File: config.mk
export PLATFORM = sky130hd
export DESIGN_NAME = sncp_top
export DESIGN_NICKNAME = d
export VERILOG_FILES = /design/src/rtl/sncp_pkg.sv /design/src/rtl/sncp_top.sv
export SDC_FILE = /design/constraint.sdc
export NUM_CORES = 1
export LEC_CHECK = 0
export ABC_AREA = 1
export BUFFER_PORTS_ARGS = -buffer_cell sky130_fd_sc_hd__buf_2
export CELL_PAD_IN_SITES_DETAIL_PLACEMENT = 0
export CELL_PAD_IN_SITES_GLOBAL_PLACEMENT = 1
export CORE_MARGIN = 4
export CORE_UTILIZATION = 39
export CTS_CLUSTER_SIZE = 10
export DETAILED_ROUTE_END_ITERATION = 10
export PLACE_DENSITY = 0.89
export SYNTH_ARGS = -nofsm -noshare
export SYNTH_HDL_FRONTEND = slang
export SYNTH_SLANG_ARGS = --single-unit
export TNS_END_PERCENT = 100
File: constraint.sdc
create_clock -name mclk -period 2.3 [get_ports mclk]
set_input_delay 0.23 -clock mclk [delete_from_list [all_inputs] [get_ports mclk]]
set_output_delay 0.23 -clock mclk [all_outputs]
set_load 0.02 [all_outputs]
File: src/rtl/sncp_pkg.sv
// constants, register map and helpers for the serial/network connection packer
package sncp_pkg;
  // timing base
  localparam int CLK_PERIOD_NS  = 4;
  localparam int MS_NS          = 1000000;
  localparam int MS_CYCLES_DFLT = (MS_NS + CLK_PERIOD_NS - 1) / CLK_PERIOD_NS;
  localparam int MS_W           = 18;
  localparam int SEC_MS         = 1000;
  localparam int CNT_W          = 13;
  localparam logic [CNT_W-1:0] IVL_12_MS    = 13'h000C;
  localparam logic [CNT_W-1:0] IVL_52_MS    = 13'h0034;
  localparam logic [CNT_W-1:0] IVL_250_MS   = 13'h00FA;
  localparam logic [CNT_W-1:0] IVL_5000_MS  = 13'h1388;
  localparam logic [CNT_W-1:0] LED_HALF_MS  = 13'h00FA;
  localparam logic [CNT_W-1:0] CLOSE_WAIT_MS = 13'h03E8;
  localparam logic [CNT_W-1:0] SEC_MS_M1    = 13'h03E7;
  localparam logic [CNT_W-1:0] TMO_MAX_S    = 13'h176F;
  // apb register offsets (byte addresses)
  localparam int ADDR_W = 8;
  localparam logic [ADDR_W-1:0] OFS_DISC  = 8'h00;
  localparam logic [ADDR_W-1:0] OFS_FLUSH = 8'h04;
  localparam logic [ADDR_W-1:0] OFS_PACK  = 8'h08;
  localparam logic [ADDR_W-1:0] OFS_TMO   = 8'h0C;
  localparam logic [ADDR_W-1:0] OFS_SCHAR = 8'h10;
  localparam logic [ADDR_W-1:0] OFS_STAT  = 8'h14;
  localparam logic [7:0] CFG_RST = 8'h00;
  // disconnect_config bits
  localparam int DC_MDM = 7, DC_TELNET = 6, DC_EOT = 5, DC_PWD = 4, DC_NOHARD = 3, DC_LEDOFF = 0;
  // buffer_flush_config bits
  localparam int FL_N2S_DEV = 0, FL_N2S_NET = 1, FL_N2S_DIS = 2;
  localparam int FL_S2N_DEV = 4, FL_S2N_NET = 5, FL_S2N_DIS = 6, FL_ALT = 7;
  // pack_control_config bits
  localparam int PK_IVL = 0, PK_TRL = 2, PK_SEQ = 4, PK_IMM = 5;
  localparam logic [7:0] EOT_CHAR = 8'h04;
  localparam logic [7:0] SC_OFF   = 8'h00;
  typedef enum logic {CL_IDLE, CL_WAIT} sncp_close_t;
  // packing wait in ms from the two interval bits
  function automatic logic [CNT_W-1:0] sncp_ivl_ms(input logic [1:0] code);
    case (code)
      2'h0:    sncp_ivl_ms = IVL_12_MS;
      2'h1:    sncp_ivl_ms = IVL_52_MS;
      2'h2:    sncp_ivl_ms = IVL_250_MS;
      default: sncp_ivl_ms = IVL_5000_MS;
    endcase
  endfunction : sncp_ivl_ms
  // trailing characters wanted after a match; code 3 treated as none
  function automatic logic [1:0] sncp_trail(input logic [1:0] code);
    sncp_trail = (code == 2'h3) ? 2'h0 : code;
  endfunction : sncp_trail
endpackage : sncp_pkg

File: src/rtl/sncp_top.sv
// serial/network connection packer: disconnect, flush and packing control
`timescale 1ns/1ps
// Contract
// modem input falling edge drops connection when enabled
// telnet mode sends terminal type outgoing
// password demanded for network-side connections
// hard disconnect closes without remote acknowledge
// LED held off while connected, if set
// serial EOT drops connection with telnet+EOT
// serial-to-network buffer flush on events
// network-to-serial buffer flush on events
// flush bit 7 selects alternate packing
// interval bits pick 12/52/250/5000 ms
// wait timed between data segments; default 12ms
// trailing characters after send char: 0/1/2
// bit 4 matches send chars as pair
// bit 5 sends immediately, else include buffer
// inactivity timeout 0..5999 s, 0 disables
// send char forwards segment with buffered data
// first send char zero disables matching
// telnet option enables EOR and binary
// control segments may bypass packing
// software writes pack control zero if unused
// each serial character restarts inactivity timer
module sncp_top
  import sncp_pkg::*;
#(
  parameter int MS_CYCLES = sncp_pkg::MS_CYCLES_DFLT
) (
  input  wire logic                        mclk,
  input  wire logic                        rstn,
  input  wire logic                        psel,
  input  wire logic                        penable,
  input  wire logic                        pwrite,
  input  wire logic [sncp_pkg::ADDR_W-1:0] paddr,
  input  wire logic [31:0]                 pwdata,
  output logic      [31:0]                 prdata,
  output logic                             pready,
  output logic                             pslverr,
  input  wire logic                        modem_ctrl_in,
  input  wire logic                        ser_valid,
  input  wire logic [7:0]                  ser_data,
  input  wire logic                        conn_active,
  input  wire logic                        conn_open_dev,
  input  wire logic                        conn_open_net,
  input  wire logic                        tcp_close_ack,
  input  wire logic                        net_ctl_req,
  output logic                             drop_conn,
  output logic                             tcp_abort,
  output logic                             flush_s2n,
  output logic                             flush_n2s,
  output logic                             seg_send,
  output logic                             seg_with_pending,
  output logic                             seg_ctrl,
  output logic                             send_term_type,
  output logic                             telnet_opts_en,
  output logic                             pwd_required,
  output logic                             led_state
);
  import sncp_pkg::*;

  logic [7:0]       disc_q, flush_q, pack_q, sc1_q, sc2_q;
  logic [CNT_W-1:0] tmo_q;
  logic             pready_q, pslverr_q;
  logic [31:0]      prdata_q;
  logic             wr_en;
  logic [31:0]      rd_d;
  logic             hit_d;
  // status sources, declared early since the read mux uses them
  sncp_close_t      cl_q;
  logic             mdm_q, armed_q;
  logic [7:0]       pend_q;

  // apb: data and error prepared in setup, one-cycle access phase
  assign wr_en = psel & penable & pready_q & pwrite;
  always_comb begin
    hit_d = 1'b1;
    rd_d  = 32'h0000_0000;
    case (paddr)
      OFS_DISC:  rd_d[7:0] = disc_q;
      OFS_FLUSH: rd_d[7:0] = flush_q;
      OFS_PACK:  rd_d[7:0] = pack_q;
      OFS_TMO:   rd_d[CNT_W-1:0] = tmo_q;
      OFS_SCHAR: rd_d[15:0] = {sc2_q, sc1_q};
      OFS_STAT:  rd_d[15:0] = {pend_q, 4'h0, cl_q == CL_WAIT, armed_q, mdm_q, conn_active};
      default:   hit_d = 1'b0;
    endcase
  end

  always_ff @(posedge mclk) begin
    if (!rstn) begin
      pready_q  <= 1'b0;
      pslverr_q <= 1'b0;
      prdata_q  <= 32'h0000_0000;
    end else begin
      pready_q  <= psel & ~penable;
      pslverr_q <= psel & ~penable & ~hit_d;
      if (psel & ~penable & ~pwrite)
        prdata_q <= rd_d;
    end
  end

  // configuration registers, all reset to zero
  always_ff @(posedge mclk) begin
    if (!rstn) begin
      disc_q  <= CFG_RST;
      flush_q <= CFG_RST;
      pack_q  <= CFG_RST;
      sc1_q   <= CFG_RST;
      sc2_q   <= CFG_RST;
      tmo_q   <= '0;
    end else if (wr_en) begin
      case (paddr)
        OFS_DISC:  disc_q  <= pwdata[7:0];
        OFS_FLUSH: flush_q <= pwdata[7:0];
        OFS_PACK:  pack_q  <= pwdata[7:0];
        OFS_SCHAR: {sc2_q, sc1_q} <= pwdata[15:0];
        // out-of-range timeouts saturate at the top of the range
        OFS_TMO:   tmo_q <= (pwdata[31:0] > {19'h0, TMO_MAX_S}) ? TMO_MAX_S : pwdata[CNT_W-1:0];
        default: ;
      endcase
    end
  end

  // ms tick and second tick from one divider chain
  logic [MS_W-1:0]  div_q;
  logic [CNT_W-1:0] msc_q;
  logic             ms_tick, sec_tick;
  assign ms_tick  = (div_q == MS_W'(MS_CYCLES - 1));
  assign sec_tick = ms_tick & (msc_q == SEC_MS_M1);
  always_ff @(posedge mclk) begin
    if (!rstn) begin
      div_q <= '0;
      msc_q <= '0;
    end else begin
      div_q <= ms_tick ? '0 : div_q + 1'b1;
      if (ms_tick)
        msc_q <= sec_tick ? '0 : msc_q + 1'b1;
    end
  end

  // modem control pin: three flops, stable once last two agree
  logic m1_q, m2_q, m3_q, mdm_fall;
  always_ff @(posedge mclk) begin
    if (!rstn) begin
      m1_q  <= 1'b1;
      m2_q  <= 1'b1;
      m3_q  <= 1'b1;
      mdm_q <= 1'b1;
    end else begin
      m1_q <= modem_ctrl_in;
      m2_q <= m1_q;
      m3_q <= m2_q;
      if (m2_q == m3_q)
        mdm_q <= m3_q;
    end
  end
  assign mdm_fall = mdm_q & ~m2_q & ~m3_q;

  // inactivity: seconds since the last serial character
  logic [CNT_W-1:0] idle_s_q;
  logic             idle_exp;
  assign idle_exp = sec_tick & (tmo_q != '0) & (idle_s_q + 1'b1 >= tmo_q);
  always_ff @(posedge mclk) begin
    if (!rstn)
      idle_s_q <= '0;
    else if (!conn_active || ser_valid)
      idle_s_q <= '0;
    else if (sec_tick)
      idle_s_q <= idle_s_q + 1'b1;
  end

  // drop requests; eot is only looked for in the serial direction
  logic eot_hit, drop_d;
  assign eot_hit = ser_valid & (ser_data == EOT_CHAR) & disc_q[DC_EOT] & disc_q[DC_TELNET];
  assign drop_d  = conn_active & ((mdm_fall & disc_q[DC_MDM]) | eot_hit | idle_exp);
  always_ff @(posedge mclk) begin
    if (!rstn)
      drop_conn <= 1'b0;
    else
      drop_conn <= drop_d;
  end

  // close supervision: a hard close aborts if the peer never answers
  logic [CNT_W-1:0] cl_ms_q;
  always_ff @(posedge mclk) begin
    if (!rstn) begin
      cl_q      <= CL_IDLE;
      cl_ms_q   <= '0;
      tcp_abort <= 1'b0;
    end else begin
      tcp_abort <= 1'b0;
      unique case (cl_q)
        CL_IDLE: begin
          cl_ms_q <= '0;
          if (drop_d)
            cl_q <= CL_WAIT;
        end
        CL_WAIT: begin
          if (tcp_close_ack || !conn_active) begin
            cl_q <= CL_IDLE;
          end else if (ms_tick) begin
            cl_ms_q <= cl_ms_q + 1'b1;
            if (!disc_q[DC_NOHARD] && cl_ms_q + 1'b1 >= CLOSE_WAIT_MS) begin
              tcp_abort <= 1'b1;
              cl_q      <= CL_IDLE;
            end
          end
        end
      endcase
    end
  end

  // buffer flushes on open by either side and on disconnect
  logic conn_d_q, disc_ev;
  assign disc_ev = conn_d_q & ~conn_active;
  always_ff @(posedge mclk) begin
    if (!rstn) begin
      conn_d_q  <= 1'b0;
      flush_s2n <= 1'b0;
      flush_n2s <= 1'b0;
    end else begin
      conn_d_q  <= conn_active;
      flush_s2n <= (conn_open_dev & flush_q[FL_S2N_DEV]) | (conn_open_net & flush_q[FL_S2N_NET])
                 | (disc_ev & flush_q[FL_S2N_DIS]);
      flush_n2s <= (conn_open_dev & flush_q[FL_N2S_DEV]) | (conn_open_net & flush_q[FL_N2S_NET])
                 | (disc_ev & flush_q[FL_N2S_DIS]);
    end
  end

  // telnet and password levels, terminal type on outgoing open
  always_ff @(posedge mclk) begin
    if (!rstn) begin
      send_term_type <= 1'b0;
      telnet_opts_en <= 1'b0;
      pwd_required   <= 1'b0;
    end else begin
      send_term_type <= conn_open_dev & disc_q[DC_TELNET];
      telnet_opts_en <= disc_q[DC_TELNET];
      pwd_required   <= disc_q[DC_PWD];
    end
  end

  // state led blinks, or is held off while a connection exists
  logic [CNT_W-1:0] led_ms_q;
  logic             blink_q;
  always_ff @(posedge mclk) begin
    if (!rstn) begin
      led_ms_q  <= '0;
      blink_q   <= 1'b0;
      led_state <= 1'b0;
    end else begin
      if (ms_tick) begin
        led_ms_q <= (led_ms_q + 1'b1 >= LED_HALF_MS) ? '0 : led_ms_q + 1'b1;
        if (led_ms_q + 1'b1 >= LED_HALF_MS)
          blink_q <= ~blink_q;
      end
      led_state <= (conn_active & disc_q[DC_LEDOFF]) ? 1'b0 : blink_q;
    end
  end

  // packing: interval, send-character match and trailing characters
  logic [CNT_W-1:0] gap_q, ivl;
  logic [7:0]       prev_q;
  logic             prev_vld_q;
  logic [1:0]       trail_q, trail_n;
  logic             sc_en, match, tmo_hit, trail_done, data_send;
  assign ivl     = flush_q[FL_ALT] ? sncp_ivl_ms(pack_q[PK_IVL +: 2]) : IVL_12_MS;
  assign trail_n = flush_q[FL_ALT] ? sncp_trail(pack_q[PK_TRL +: 2]) : 2'h0;
  assign sc_en   = (sc1_q != SC_OFF);
  assign match   = ser_valid & sc_en & ((flush_q[FL_ALT] & pack_q[PK_SEQ])
                 ? (prev_vld_q & (prev_q == sc1_q) & (ser_data == sc2_q))
                 : ((ser_data == sc1_q) | (ser_data == sc2_q)));
  assign tmo_hit    = (pend_q != '0) & (gap_q >= ivl);
  assign trail_done = armed_q & ser_valid & (trail_q == 2'h1);
  assign data_send  = conn_active & ((match & ~armed_q & (trail_n == 2'h0)) | trail_done | tmo_hit);

  always_ff @(posedge mclk) begin
    if (!rstn) begin
      prev_q     <= '0;
      prev_vld_q <= 1'b0;
      armed_q    <= 1'b0;
      trail_q    <= '0;
    end else begin
      if (ser_valid) begin
        prev_q     <= ser_data;
        prev_vld_q <= ~match;
      end
      if (data_send) begin
        armed_q <= 1'b0;
      end else if (match & ~armed_q & conn_active) begin
        armed_q <= 1'b1;
        trail_q <= trail_n;
      end else if (armed_q & ser_valid) begin
        trail_q <= trail_q - 1'b1;
      end
    end
  end

  // pending count saturates; the gap runs between data segments
  always_ff @(posedge mclk) begin
    if (!rstn) begin
      pend_q <= '0;
      gap_q  <= '0;
    end else begin
      if (data_send)
        pend_q <= '0;
      else if (ser_valid && pend_q != 8'hFF)
        pend_q <= pend_q + 1'b1;
      if (data_send)
        gap_q <= '0;
      else if (ms_tick && gap_q != TMO_MAX_S)
        gap_q <= gap_q + 1'b1;
    end
  end

  // segment strobes; control traffic goes out regardless of packing
  always_ff @(posedge mclk) begin
    if (!rstn) begin
      seg_send         <= 1'b0;
      seg_with_pending <= 1'b0;
      seg_ctrl         <= 1'b0;
    end else begin
      seg_send         <= data_send | (conn_active & net_ctl_req);
      seg_ctrl         <= conn_active & net_ctl_req & ~data_send;
      seg_with_pending <= data_send & ~(flush_q[FL_ALT] & pack_q[PK_IMM]);
    end
  end

  assign prdata  = prdata_q;
  assign pready  = pready_q;
  assign pslverr = pslverr_q;
endmodule : sncp_top

==> run_results.csv, run 1 <==
group,metric,value,unit
status,outcome,"finished with violations",
status,violations,"setup timing",
logic_synthesis,synth_top_family_by_area,"simple AND/OR/NAND/NOR gates",
placed_design,pre_cts_ws,-169,ps
routing,first_pass_iters,5,
placed_design,io_buffers,88,
power,powerDensity,537,nW/um^2
placed_design,gp_congestion,0.877,
global_routing,antenna_found_initial,0,
die,die_w,169,um
global_routing,grt_use_total,18.9,%
routing,dr.max_layer_used,"met4",
layout,drive_gt1_share,19.9,%
cts,cts_num_sinks,192,
sta,relSlewSlack,60.3,%
worst_hold_path,hold_end,"seg_send",
logic_synthesis,ys_seq_elements,192,
die,initial_utilization,39.8,%
global_routing,grt_pass1_wl,44.0,mm
placed_design,place_area,11000,sq um
routing,detail-route-antenna-nets,0,
placed_design,place_hpwl,20.4,mm
sta,setup_slack,-51.6,ps
logic_synthesis,synth_edf_count,0,
logic_synthesis,post_synth.cell_area_avg,7.19,sq um
critical_path,path_class,"flip-flop to flip-flop",
sta,worstMarginPinSlew,595,ps
critical_path,critical_path_arrival,2720,ps
logic_synthesis,syn-cell-area,10100,sq um
logic_synthesis,synthSimpleGateAreaFrac,26.1,%
power,power.switching,0.00165,W
routing,dr_total_vias,9609,
sta,min_period,2350,ps
power,ir_drop,401,uV
cts,clk_latency,440,ps
power,clkPwrFrac,43.1,%
critical_path,rrSetupSlack,-50,ps
die,io_pins,105,
cts,htreeDepth,4,
power,p_int,0.00490,W
logic_synthesis,synth_most_common_cell,"nand2_1",
routing,wl_per_cell,14.9,um
routing,drc_errors,0,
sta,hold_viol,0,
logic_synthesis,synthDistinctLibCells,58,
power,p_sw_share,25.2,%
logic_synthesis,synth_area_leaders,"dfxtp_1, nand2_1, inv_1",
global_routing,grt_pass1_vias,8812,
global_routing,grt_max_degree,72,
sta,clock_skew,10.9,ps
critical_path,critPathLaunchType,"flip-flop",
logic_synthesis,synth_top_cell_by_area,"dfxtp_1",
layout,stdcell_area,12200,sq um
cts,clk_pin_slew,70,ps
sta,fmax,425,MHz
critical_path,critPathRequiredTime,2670,ps
critical_path,reg2reg_depth,14,
layout,postLayoutCoreUtil,48.1,%
power,comb_power_share,5.5,%
sta,finalCritPeriodShare,102,%
critical_path,r2r_start,"pack_q[1]",
critical_path,crit_fanout,6,
sta,finalMaxSlewViolations,0,
worst_hold_path,min_from,"net_ctl_req",
power,power_frac_seq,51.4,%
logic_synthesis,synth_compound_area_share,16.8,%
worst_hold_path,hold_path.class,"input pin to flip-flop",
critical_path,crit_path_end_kind,"flip-flop",
routing,wl_met3,1.36,mm
power,leakagePower,5.00,nW
sta,rsz0062_at_grt,"true",
routing,wl_met1,12.6,mm
cts,cts_buffer_depth,2,
routing,routed_wl,27.9,mm
cts,cts_tree,"yes",
logic_synthesis,ys_dominant_reg_cell,"dfxtp_1",
global_routing,grt.overflow.total,0,
sta,hold_slack,6.95,ps
run,drv_cap,0,
routing,drt_iter0_drc,784,
cts,cts_buffers,17,
cts,cts-root-buf,"clkbuf_16",
routing,wl_met2,13.5,mm
logic_synthesis,async_flop_share,0,%
layout,diodes,0,
logic_synthesis,synthTopCellsByCount,"nand2_1, dfxtp_1, inv_1, nor2_1, a21oi_1",
die,fp.dieH,169,um
logic_synthesis,synth_xor_xnor_area_share,4.35,%
die,core_area,25300,sq um
layout,area_growth,21.0,%
die,die_area,28500,sq um
logic_synthesis,synth_top_cell_area_share,38.2,%
sta,finalSetupViolCount,10,
logic_synthesis,muxShareOfSynthArea,0,%
logic_synthesis,ys_warn_count,0,
routing,vias_per_cell,5.14,
layout,nets,1622,
logic_synthesis,synthCells,1401,
logic_synthesis,synth-seq-area-share,38.2,%
power,total_power,0.00655,W
critical_path,worstReg2RegEnd,"armed_q",
worst_hold_path,hold_path_depth,3,
logic_synthesis,synthAdderAreaFrac,4.60,%
die,row_count,58,
==> sequential cells by signal, summed over array words and instances (netlist names), 2 cells and up <==
signal,cells
tmo_q,13
div_q,18
sc1_q,8
prdata,16
flush_q,8
sc2_q,8
trail_q,2
idle_s_q,13
prev_q,8
cl_ms_q,13
pack_q,8
msc_q,13
disc_q,8
led_ms_q,13
pend_q,8
gap_q,13
==> routing by layer <==
metal	up-vias	track usage, %
met4	0	4.59
met5	-	0
met2	239	32.0
li1	4857	-
met3	34	3.50
met1	4479	25.1
==> per-stage QoR <==
stage	TNS [ps]	cells
final	-226	1868
after global routing	-2240	1868
after CTS	0	1861
after detailed placement	-1870	1825
after global placement	-105	1825
after floorplan	0	1416
==> power groups by stage <==
stage	Sequential [W]	Clock [W]	Combinational, W
2_1_floorplan	0.00345	0	0.000204
3_3_place_gp	0.00345	0	0.000340
3_5_place_dp	0.00345	0	0.000342
4_1_cts	0.00337	0.00288	0.000350
5_1_grt	0.00337	0.00303	0.000399
6_report	0.00336	0.00282	0.000361
==> cells in the final DEF, fill, tap and decap left out, types with 17 or more instances in the layout <==
cell type / count
dfxtp_1: 185
buf_2: 88
clkbuf_16: 17
nor2_2: 17
xor2_1: 27
nor3_1: 30
inv_1: 175
xnor2_1: 20
nand2_1: 233
buf_4: 41
nor2_1: 153
nand3_1: 41
o21ai_0: 106
ha_1: 23
nand4_1: 29
a21oi_1: 105
nor4_1: 19
==> area by class of cell <==
class / instances / area (sq um)
clock buffers: 19 / 443
multi-input cells: 986 / 5780
well taps: 330 / 413
repair buffers: 136 / 852
flip-flops and latches: 192 / 3870
fillers: 2507 / 13100
clock inverters: 13 / 108
inverters: 192 / 734
==> critical path, cell delays in order, from the launching register on <==
cell     delay (ps)
dfxtp_4         400
inv_4            50
ha_4            160
o31ai_4         260
ha_4            240
a21oi_2         130
o21ai_1          90
nand3_1         100
nand3_2          90
a21oi_2         170
nand2_2         120
nand2_8         130
buf_12          130
nand2_8          80
a21oi_1         130
==> worst max-delay path by stage <==
stage,from,to,slack (ps),depth (start not counted)
2_1_floorplan,idle_s_q[0],cl_q,110,15
3_3_place_gp,idle_s_q[0],cl_q,-100,15
3_5_place_dp,pack_q[1],gap_q[4],-170,13
4_1_cts,idle_s_q[1],cl_q,5,15
5_1_grt,idle_s_q[2],cl_q,-200,15
6_report,pack_q[1],armed_q,-50,14
==> kinds of logic (layout without fill, tap and decap cells) <==
family,Yosys count,after routing
buffers and inverters,241,360
xor gates and xnor gates,50,50
and+or+nand+nor,584,587
AOI/OAI and AO/OA,296,296
DFF,192,192
other,1,16
adders and majority gates,37,37
==> timing repair <==
action / CTS / global route
setup buffers: 2 / 5
endpoints found under the hold margin: 1 / 0
hold buffers: 1 / 0
setup endpoints to repair: 27 / 52
cloned: 1 / 2
gates resized for setup: 25 / 87
pin swaps: 14 / 31
Note: power is estimated with default switching activity, not from simulation.
==> run 2, diff against run 1 <==
--- a/config.mk
+++ b/config.mk
@@ -9,6 +9,7 @@
 export BUFFER_PORTS_ARGS = -buffer_cell sky130_fd_sc_hd__buf_2
 export CELL_PAD_IN_SITES_DETAIL_PLACEMENT = 0
 export CELL_PAD_IN_SITES_GLOBAL_PLACEMENT = 1
+export CORE_ASPECT_RATIO = 1.25
 export CORE_MARGIN = 4
 export CORE_UTILIZATION = 39
 export CTS_CLUSTER_SIZE = 10
==> run_results.csv, run 2 (same netlist as run 1, synthesis figures left out) <==
group,metric,value,unit
cts,cts_num_sinks,192,
layout,n_fill_cell,2604,
placed_design,place_area,11000,sq um
critical_path,r2r_start,"pack_q[0]",
sta,rsz0062_at_grt,"true",
layout,largest_reg_flops,18,
global_routing,grt.overflow.total,0,
cts,htreeDepth,4,
layout,final_cell_mix,"nand2_1, dfxtp_1, inv_1, nor2_1, a21oi_1",
critical_path,worstReg2RegEnd,"trail_q[0]",
layout,nets,1621,
sta,relSlewSlack,58.9,%
sta,finalCritPeriodShare,98.8,%
layout,final_common_cell,"nand2_1",
layout,top_register,"div_q",
die,io_pins,105,
run,drv_cap,0,
worst_hold_path,hold_path_depth,3,
placed_design,io_buffers,88,
routing,wl_per_cell,15.1,um
sta,hold_slack,32.1,ps
sta,finalMaxSlewViolations,0,
critical_path,critPathRequiredTime,2630,ps
die,die_area,28500,sq um
global_routing,grt_use_total,19.6,%
routing,detail-route-antenna-nets,0,
global_routing,antenna_found_initial,1,
power,powerDensity,563,nW/um^2
layout,drive_gt1_share,18.4,%
cts,clk_pin_slew,70,ps
layout,postLayoutCoreUtil,47.4,%
routing,routed_wl,28.2,mm
sta,hold_viol,0,
die,fp.dieH,188,um
power,leakagePower,5.00,nW
worst_hold_path,hold_end,"seg_send",
critical_path,path_class,"flip-flop to flip-flop",
worst_hold_path,min_from,"net_ctl_req",
status,outcome,"complete, no violations",
critical_path,critical_path_arrival,2600,ps
power,ir_drop,552,uV
cts,cts_buffer_depth,2,
global_routing,grt_pass1_vias,8939,
die,core_area,25400,sq um
sta,clock_skew,7.60,ps
critical_path,crit_path_end_kind,"flip-flop",
sta,worstMarginPinSlew,616,ps
routing,vias_per_cell,5.13,
die,initial_utilization,39.7,%
critical_path,critPathLaunchType,"flip-flop",
placed_design,pre_cts_ws,-138,ps
sta,setup_slack,27.0,ps
routing,drt_iter0_drc,643,
cts,clk_latency,430,ps
worst_hold_path,hold_path.class,"input pin to flip-flop",
routing,dr_total_vias,9597,
global_routing,grt_pass1_wl,44.8,mm
layout,stdcell_area,12000,sq um
cts,cts_tree,"yes",
sta,finalSetupViolCount,0,
critical_path,crit_fanout,4,
die,die_w,152,um
routing,first_pass_iters,5,
routing,drc_errors,0,
global_routing,grt_max_degree,42,
placed_design,place_hpwl,21.3,mm
cts,cts-root-buf,"clkbuf_16",
layout,diodes,0,
critical_path,rrSetupSlack,30,ps
critical_path,reg2reg_depth,15,
layout,area_growth,19.4,%
cts,cts_buffers,17,
sta,fmax,440,MHz
sta,min_period,2270,ps
die,row_count,65,
placed_design,gp_congestion,0.859,
-- run 2: changes by cell type in the layout (fill, tap and decap cells not counted), moves of 4 or more --
| cell | before | now |
|---|---|---|
| clkinvlp_4 | 4 | 0 |
| nand3_1 | 41 | 46 |
| buf_4 | 41 | 47 |
| nand3_2 | 9 | 5 |
| inv_6 | 5 | 1 |
-- run 2: metrics by stage --
step	total power (W)	TNS, ps	instances
after detailed placement	0.00379	-1730	1828
final	0.00677	0	1871
after CTS	0.00681	-17.3	1864
after global routing	0.00701	-757	1871
after floorplan	0.00366	0	1416
after global placement	0.00378	-171	1828
-- run 2: critical path, cell delays in order (launching register included) --
cell and delay [ps]:
dfxtp_4 390, inv_4 60, ha_4 160, o31ai_4 210, ha_1 280, a21oi_2 120
o21ai_1 80, nand3_1 70, nand3_1 90, a21oi_1 140, nand2_1 90, nand2_2 130
buf_6 130, nand2_4 40, nor2_1 130, nor2_2 40
-- run 2: worst max path at each step --
stage                            from          to  slack, ps
after floorplan           idle_s_q[0]        cl_q        110
after global placement    idle_s_q[0]        cl_q       -100
after detailed placement  idle_s_q[1]        cl_q       -140
after CTS                 idle_s_q[1]        cl_q        -20
after global routing        pack_q[1]  trail_q[0]       -110
final                       pack_q[0]  trail_q[0]         30
-- run 2: cell type report --
cell class | instances | area (sq um) | area share, %
Sequential cell | 192 | 3870 | 32.2
Multi-Input combinational cell | 983 | 5580 | 46.4
Inverter | 192 | 732 | 6.09
Clock inverter | 10 | 136 | 1.13
Clock buffer | 21 | 460 | 3.83
Tap cell | 335 | 419 | 3.49
Timing Repair Buffer | 138 | 835 | 6.94
-- run 2: what timing repair did --
action,in CTS,in global routing
pin swaps,10,33
endpoints found under the hold margin,0,1
setup buffers,5,6
endpoints found under the setup margin,28,32
hold buffers,0,1
gates resized for setup,23,58
-- run 2: layer usage --
| metal | GRT usage [%] | up-vias | share of wire (%) |
|---|---|---|---|
| met5 | 0 | - | 0.025 |
| li1 | - | 4853 | - |
| met2 | 33.1 | 238 | 49 |
| met3 | 3.19 | 57 | 4.6 |
| met4 | 6.88 | 2 | 3.4 |
| met1 | 25.0 | 4447 | 43 |
-- run 2: power by group --
group | internal (W) | total, W | switching [W]
combinational | 0.000111 | 0.000349 | 0.000238
sequential | 0.00335 | 0.00336 | 0.0000190
clock | 0.00176 | 0.00305 | 0.00129
==> run 3, diff against run 2 <==
--- a/config.mk
+++ b/config.mk
@@ -5,16 +5,15 @@
 export SDC_FILE = /design/constraint.sdc
 export NUM_CORES = 1
 export LEC_CHECK = 0
-export ABC_AREA = 1
 export BUFFER_PORTS_ARGS = -buffer_cell sky130_fd_sc_hd__buf_2
 export CELL_PAD_IN_SITES_DETAIL_PLACEMENT = 0
 export CELL_PAD_IN_SITES_GLOBAL_PLACEMENT = 1
 export CORE_ASPECT_RATIO = 1.25
 export CORE_MARGIN = 4
-export CORE_UTILIZATION = 39
+export CORE_UTILIZATION = 40
 export CTS_CLUSTER_SIZE = 10
 export DETAILED_ROUTE_END_ITERATION = 10
-export PLACE_DENSITY = 0.89
+export PLACE_DENSITY = 0.88
 export SYNTH_ARGS = -nofsm -noshare
 export SYNTH_HDL_FRONTEND = slang
 export SYNTH_SLANG_ARGS = --single-unit
==> run_results.csv, run 3 <==
group,metric,value,unit
cts,cts_buffer_depth,2,
layout,n_fill_cell,2179,
critical_path,startpoint,"div_q[8]",
routing,wl_met1,11.4,mm
routing,first_pass_iters,7,
sta,hold_viol,0,
global_routing,grt_use_total,19.7,%
global_routing,grt.overflow.total,0,
global_routing,grt_max_degree,35,
placed_design,dp_cells,1548,
critical_path,slowest_stage,"or4b_4",
logic_synthesis,synth_top_cell_by_area,"dfxtp_1",
logic_synthesis,post_synth.cell_area_avg,8.57,sq um
layout,final_cell_mix,"dfxtp_1, nor2_1, buf_4, nand2_1, buf_2",
routing,wl_met2,13.7,mm
die,die_w,146,um
cts,cts-root-buf,"clkbuf_16",
placed_design,place_hpwl,19.5,mm
global_routing,grt_pass1_wl,42.9,mm
sta,rsz0062_at_grt,"true",
routing,dr.max_layer_used,"met4",
placed_design,io_buffers,88,
die,row_count,63,
die,die_area,26500,sq um
routing,dr_total_vias,8823,
layout,diodes,0,
logic_synthesis,ys_warn_count,0,
layout,drive_gt1_share,27.8,%
layout,final_common_cell,"dfxtp_1",
logic_synthesis,synth_edf_count,0,
sta,relSlewSlack,56.9,%
cts,cts_tree,"yes",
layout,top_register,"div_q",
sta,finalMaxSlewViolations,0,
placed_design,gp_congestion,0.904,
logic_synthesis,ys_seq_elements,192,
critical_path,critPathRequiredTime,2630,ps
layout,nets,1400,
routing,routed_wl,27.5,mm
cts,clk_pin_slew,70,ps
critical_path,crit_fanout,4,
routing,detail-route-antenna-nets,0,
layout,largest_reg_flops,18,
critical_path,path_class,"flip-flop to flip-flop",
cts,clk_latency,440,ps
logic_synthesis,synthTopCellsByCount,"dfxtp_1, nor2_1, nand2_1, a21oi_1, nand3_1",
logic_synthesis,synth_most_common_cell,"dfxtp_1",
layout,postLayoutCoreUtil,51.9,%
layout,seq_area,3860,sq um
logic_synthesis,syn-cell-area,9590,sq um
sta,finalSetupViolCount,11,
critical_path,crit_chain,"or4b_4, or3_4, nor3_4, and4_4, nand4_1, xor2_1, nor2_4",
logic_synthesis,synth_area_leaders,"dfxtp_1, nor2_1, ha_1",
sta,worstMarginPinSlew,631,ps
critical_path,path_buf_inv,0,
sta,setup_slack,-54.9,ps
power,leakagePower,4.79,nW
critical_path,max_stage_delay,550,ps
layout,multi_input_area,5890,sq um
global_routing,antenna_found_initial,0,
logic_synthesis,synth-seq-area-share,40.1,%
cts,cts_num_sinks,192,
placed_design,pre_cts_ws,-147,ps
layout,finalNonFillerCells,1608,
power,ir_drop,448,uV
power,total_power,0.00679,W
power,powerDensity,553,nW/um^2
logic_synthesis,synthDistinctLibCells,72,
routing,drt_iter0_drc,546,
layout,area_growth,28.2,%
global_routing,grt_pass1_vias,8333,
sta,fmax,425,MHz
logic_synthesis,async_flop_share,0,%
cts,htreeDepth,4,
worst_hold_path,hold_path.class,"input pin to flip-flop",
die,initial_utilization,40.5,%
critical_path,critical_path.top_delay_family,"simple AND/OR/NAND/NOR gates",
worst_hold_path,min_from,"penable",
critical_path,critPathLaunchType,"flip-flop",
status,outcome,"finished with violations",
sta,finalCritPeriodShare,102,%
critical_path,rrSetupSlack,-50,ps
logic_synthesis,synthCells,1119,
critical_path,critical_path_arrival,2680,ps
die,fp.dieH,181,um
die,io_pins,105,
cts,cts_buffers,17,
routing,drc_errors,0,
run,drv_cap,0,
critical_path,r2r_start,"div_q[8]",
routing,vias_per_cell,5.49,
logic_synthesis,ys_dominant_reg_cell,"dfxtp_1",
critical_path,crit_path_end_kind,"flip-flop",
routing,wl_met3,1.42,mm
status,violations,"setup timing",
logic_synthesis,synth_top_cell_area_share,40.1,%
sta,clock_skew,12.3,ps
sta,min_period,2350,ps
routing,wl_per_cell,17.1,um
die,core_area,23600,sq um
-- run 3: final timing paths --
check | endpoint | cells past startpoint
worst min-delay path | pready | 2
worst max-delay path | gap_q[12] | 7
worst max register to register | gap_q[12] | 7
worst min register to register | m2_q | 1
-- run 3: area by class of cell --
cell class | instances | share of cell area (%)
clock buffers | 19 | 3.61
clock inverters | 13 | 1.21
inverters | 33 | 1.03
multi-input cells | 849 | 47.9
flip-flops and latches | 192 | 31.5
well taps | 292 | 2.97
repair buffers | 210 | 11.8
-- run 3: worst reg2reg max path: stages (launching register included) --
cell and delay (ps):
dfxtp_2 320, or4b_4 550, or3_4 400, nor3_4 210, and4_4 290, nand4_1 150, xor2_1 270, nor2_4 60
-- run 3: power breakdown --
part	internal (W)	total [W]	switching, W
logic	0.000142	0.000385	0.000243
registers	0.00335	0.00337	0.0000230
clock network	0.00165	0.00303	0.00138
-- run 3: cell families (layout without fill, tap and decap cells) --
family | Yosys count | after routing | share of synthesized area (%)
and+or+nand+nor | 467 | 468 | 24.0
xor gates and xnor gates | 101 | 101 | 9.23
muxes | 42 | 42 | 4.52
DFF | 192 | 192 | 40.1
buffers and inverters | 94 | 275 | 4.42
adders and majority gates | 37 | 37 | 4.83
other | 1 | 16 | 0.0391
AOI/OAI and AO/OA | 185 | 185 | 12.8
-- run 3: timing repair --
item / 4_1_cts / 5_1_grt
endpoints found under the hold margin: 2 / 0
setup endpoints to repair: 35 / 51
gates cloned: 2 / 1
hold buffers: 2 / 0
pin swaps: 25 / 44
resized for setup: 54 / 83
setup buffers: 15 / 9
-- run 3: per-layer routing --
layer / vias to the layer above / global-route usage (%)
met1: 4173 / 23.9
met5: - / 0
met2: 277 / 33.6
met4: 0 / 9.94
met3: 65 / 3.54
li1: 4308 / -
-- run 3: metrics by stage --
| step | TNS, ps | area [sq um] | hold WS (ps) |
|---|---|---|---|
| finish | -303 | 12300 | 32.3 |
| global route | -2720 | 12300 | 30.2 |
| CTS | -537 | 11900 | 21.1 |
| detailed placement | -1880 | 10900 | 412 |
| global placement | -282 | 10900 | 403 |
| floorplan | -620 | 9690 | 314 |
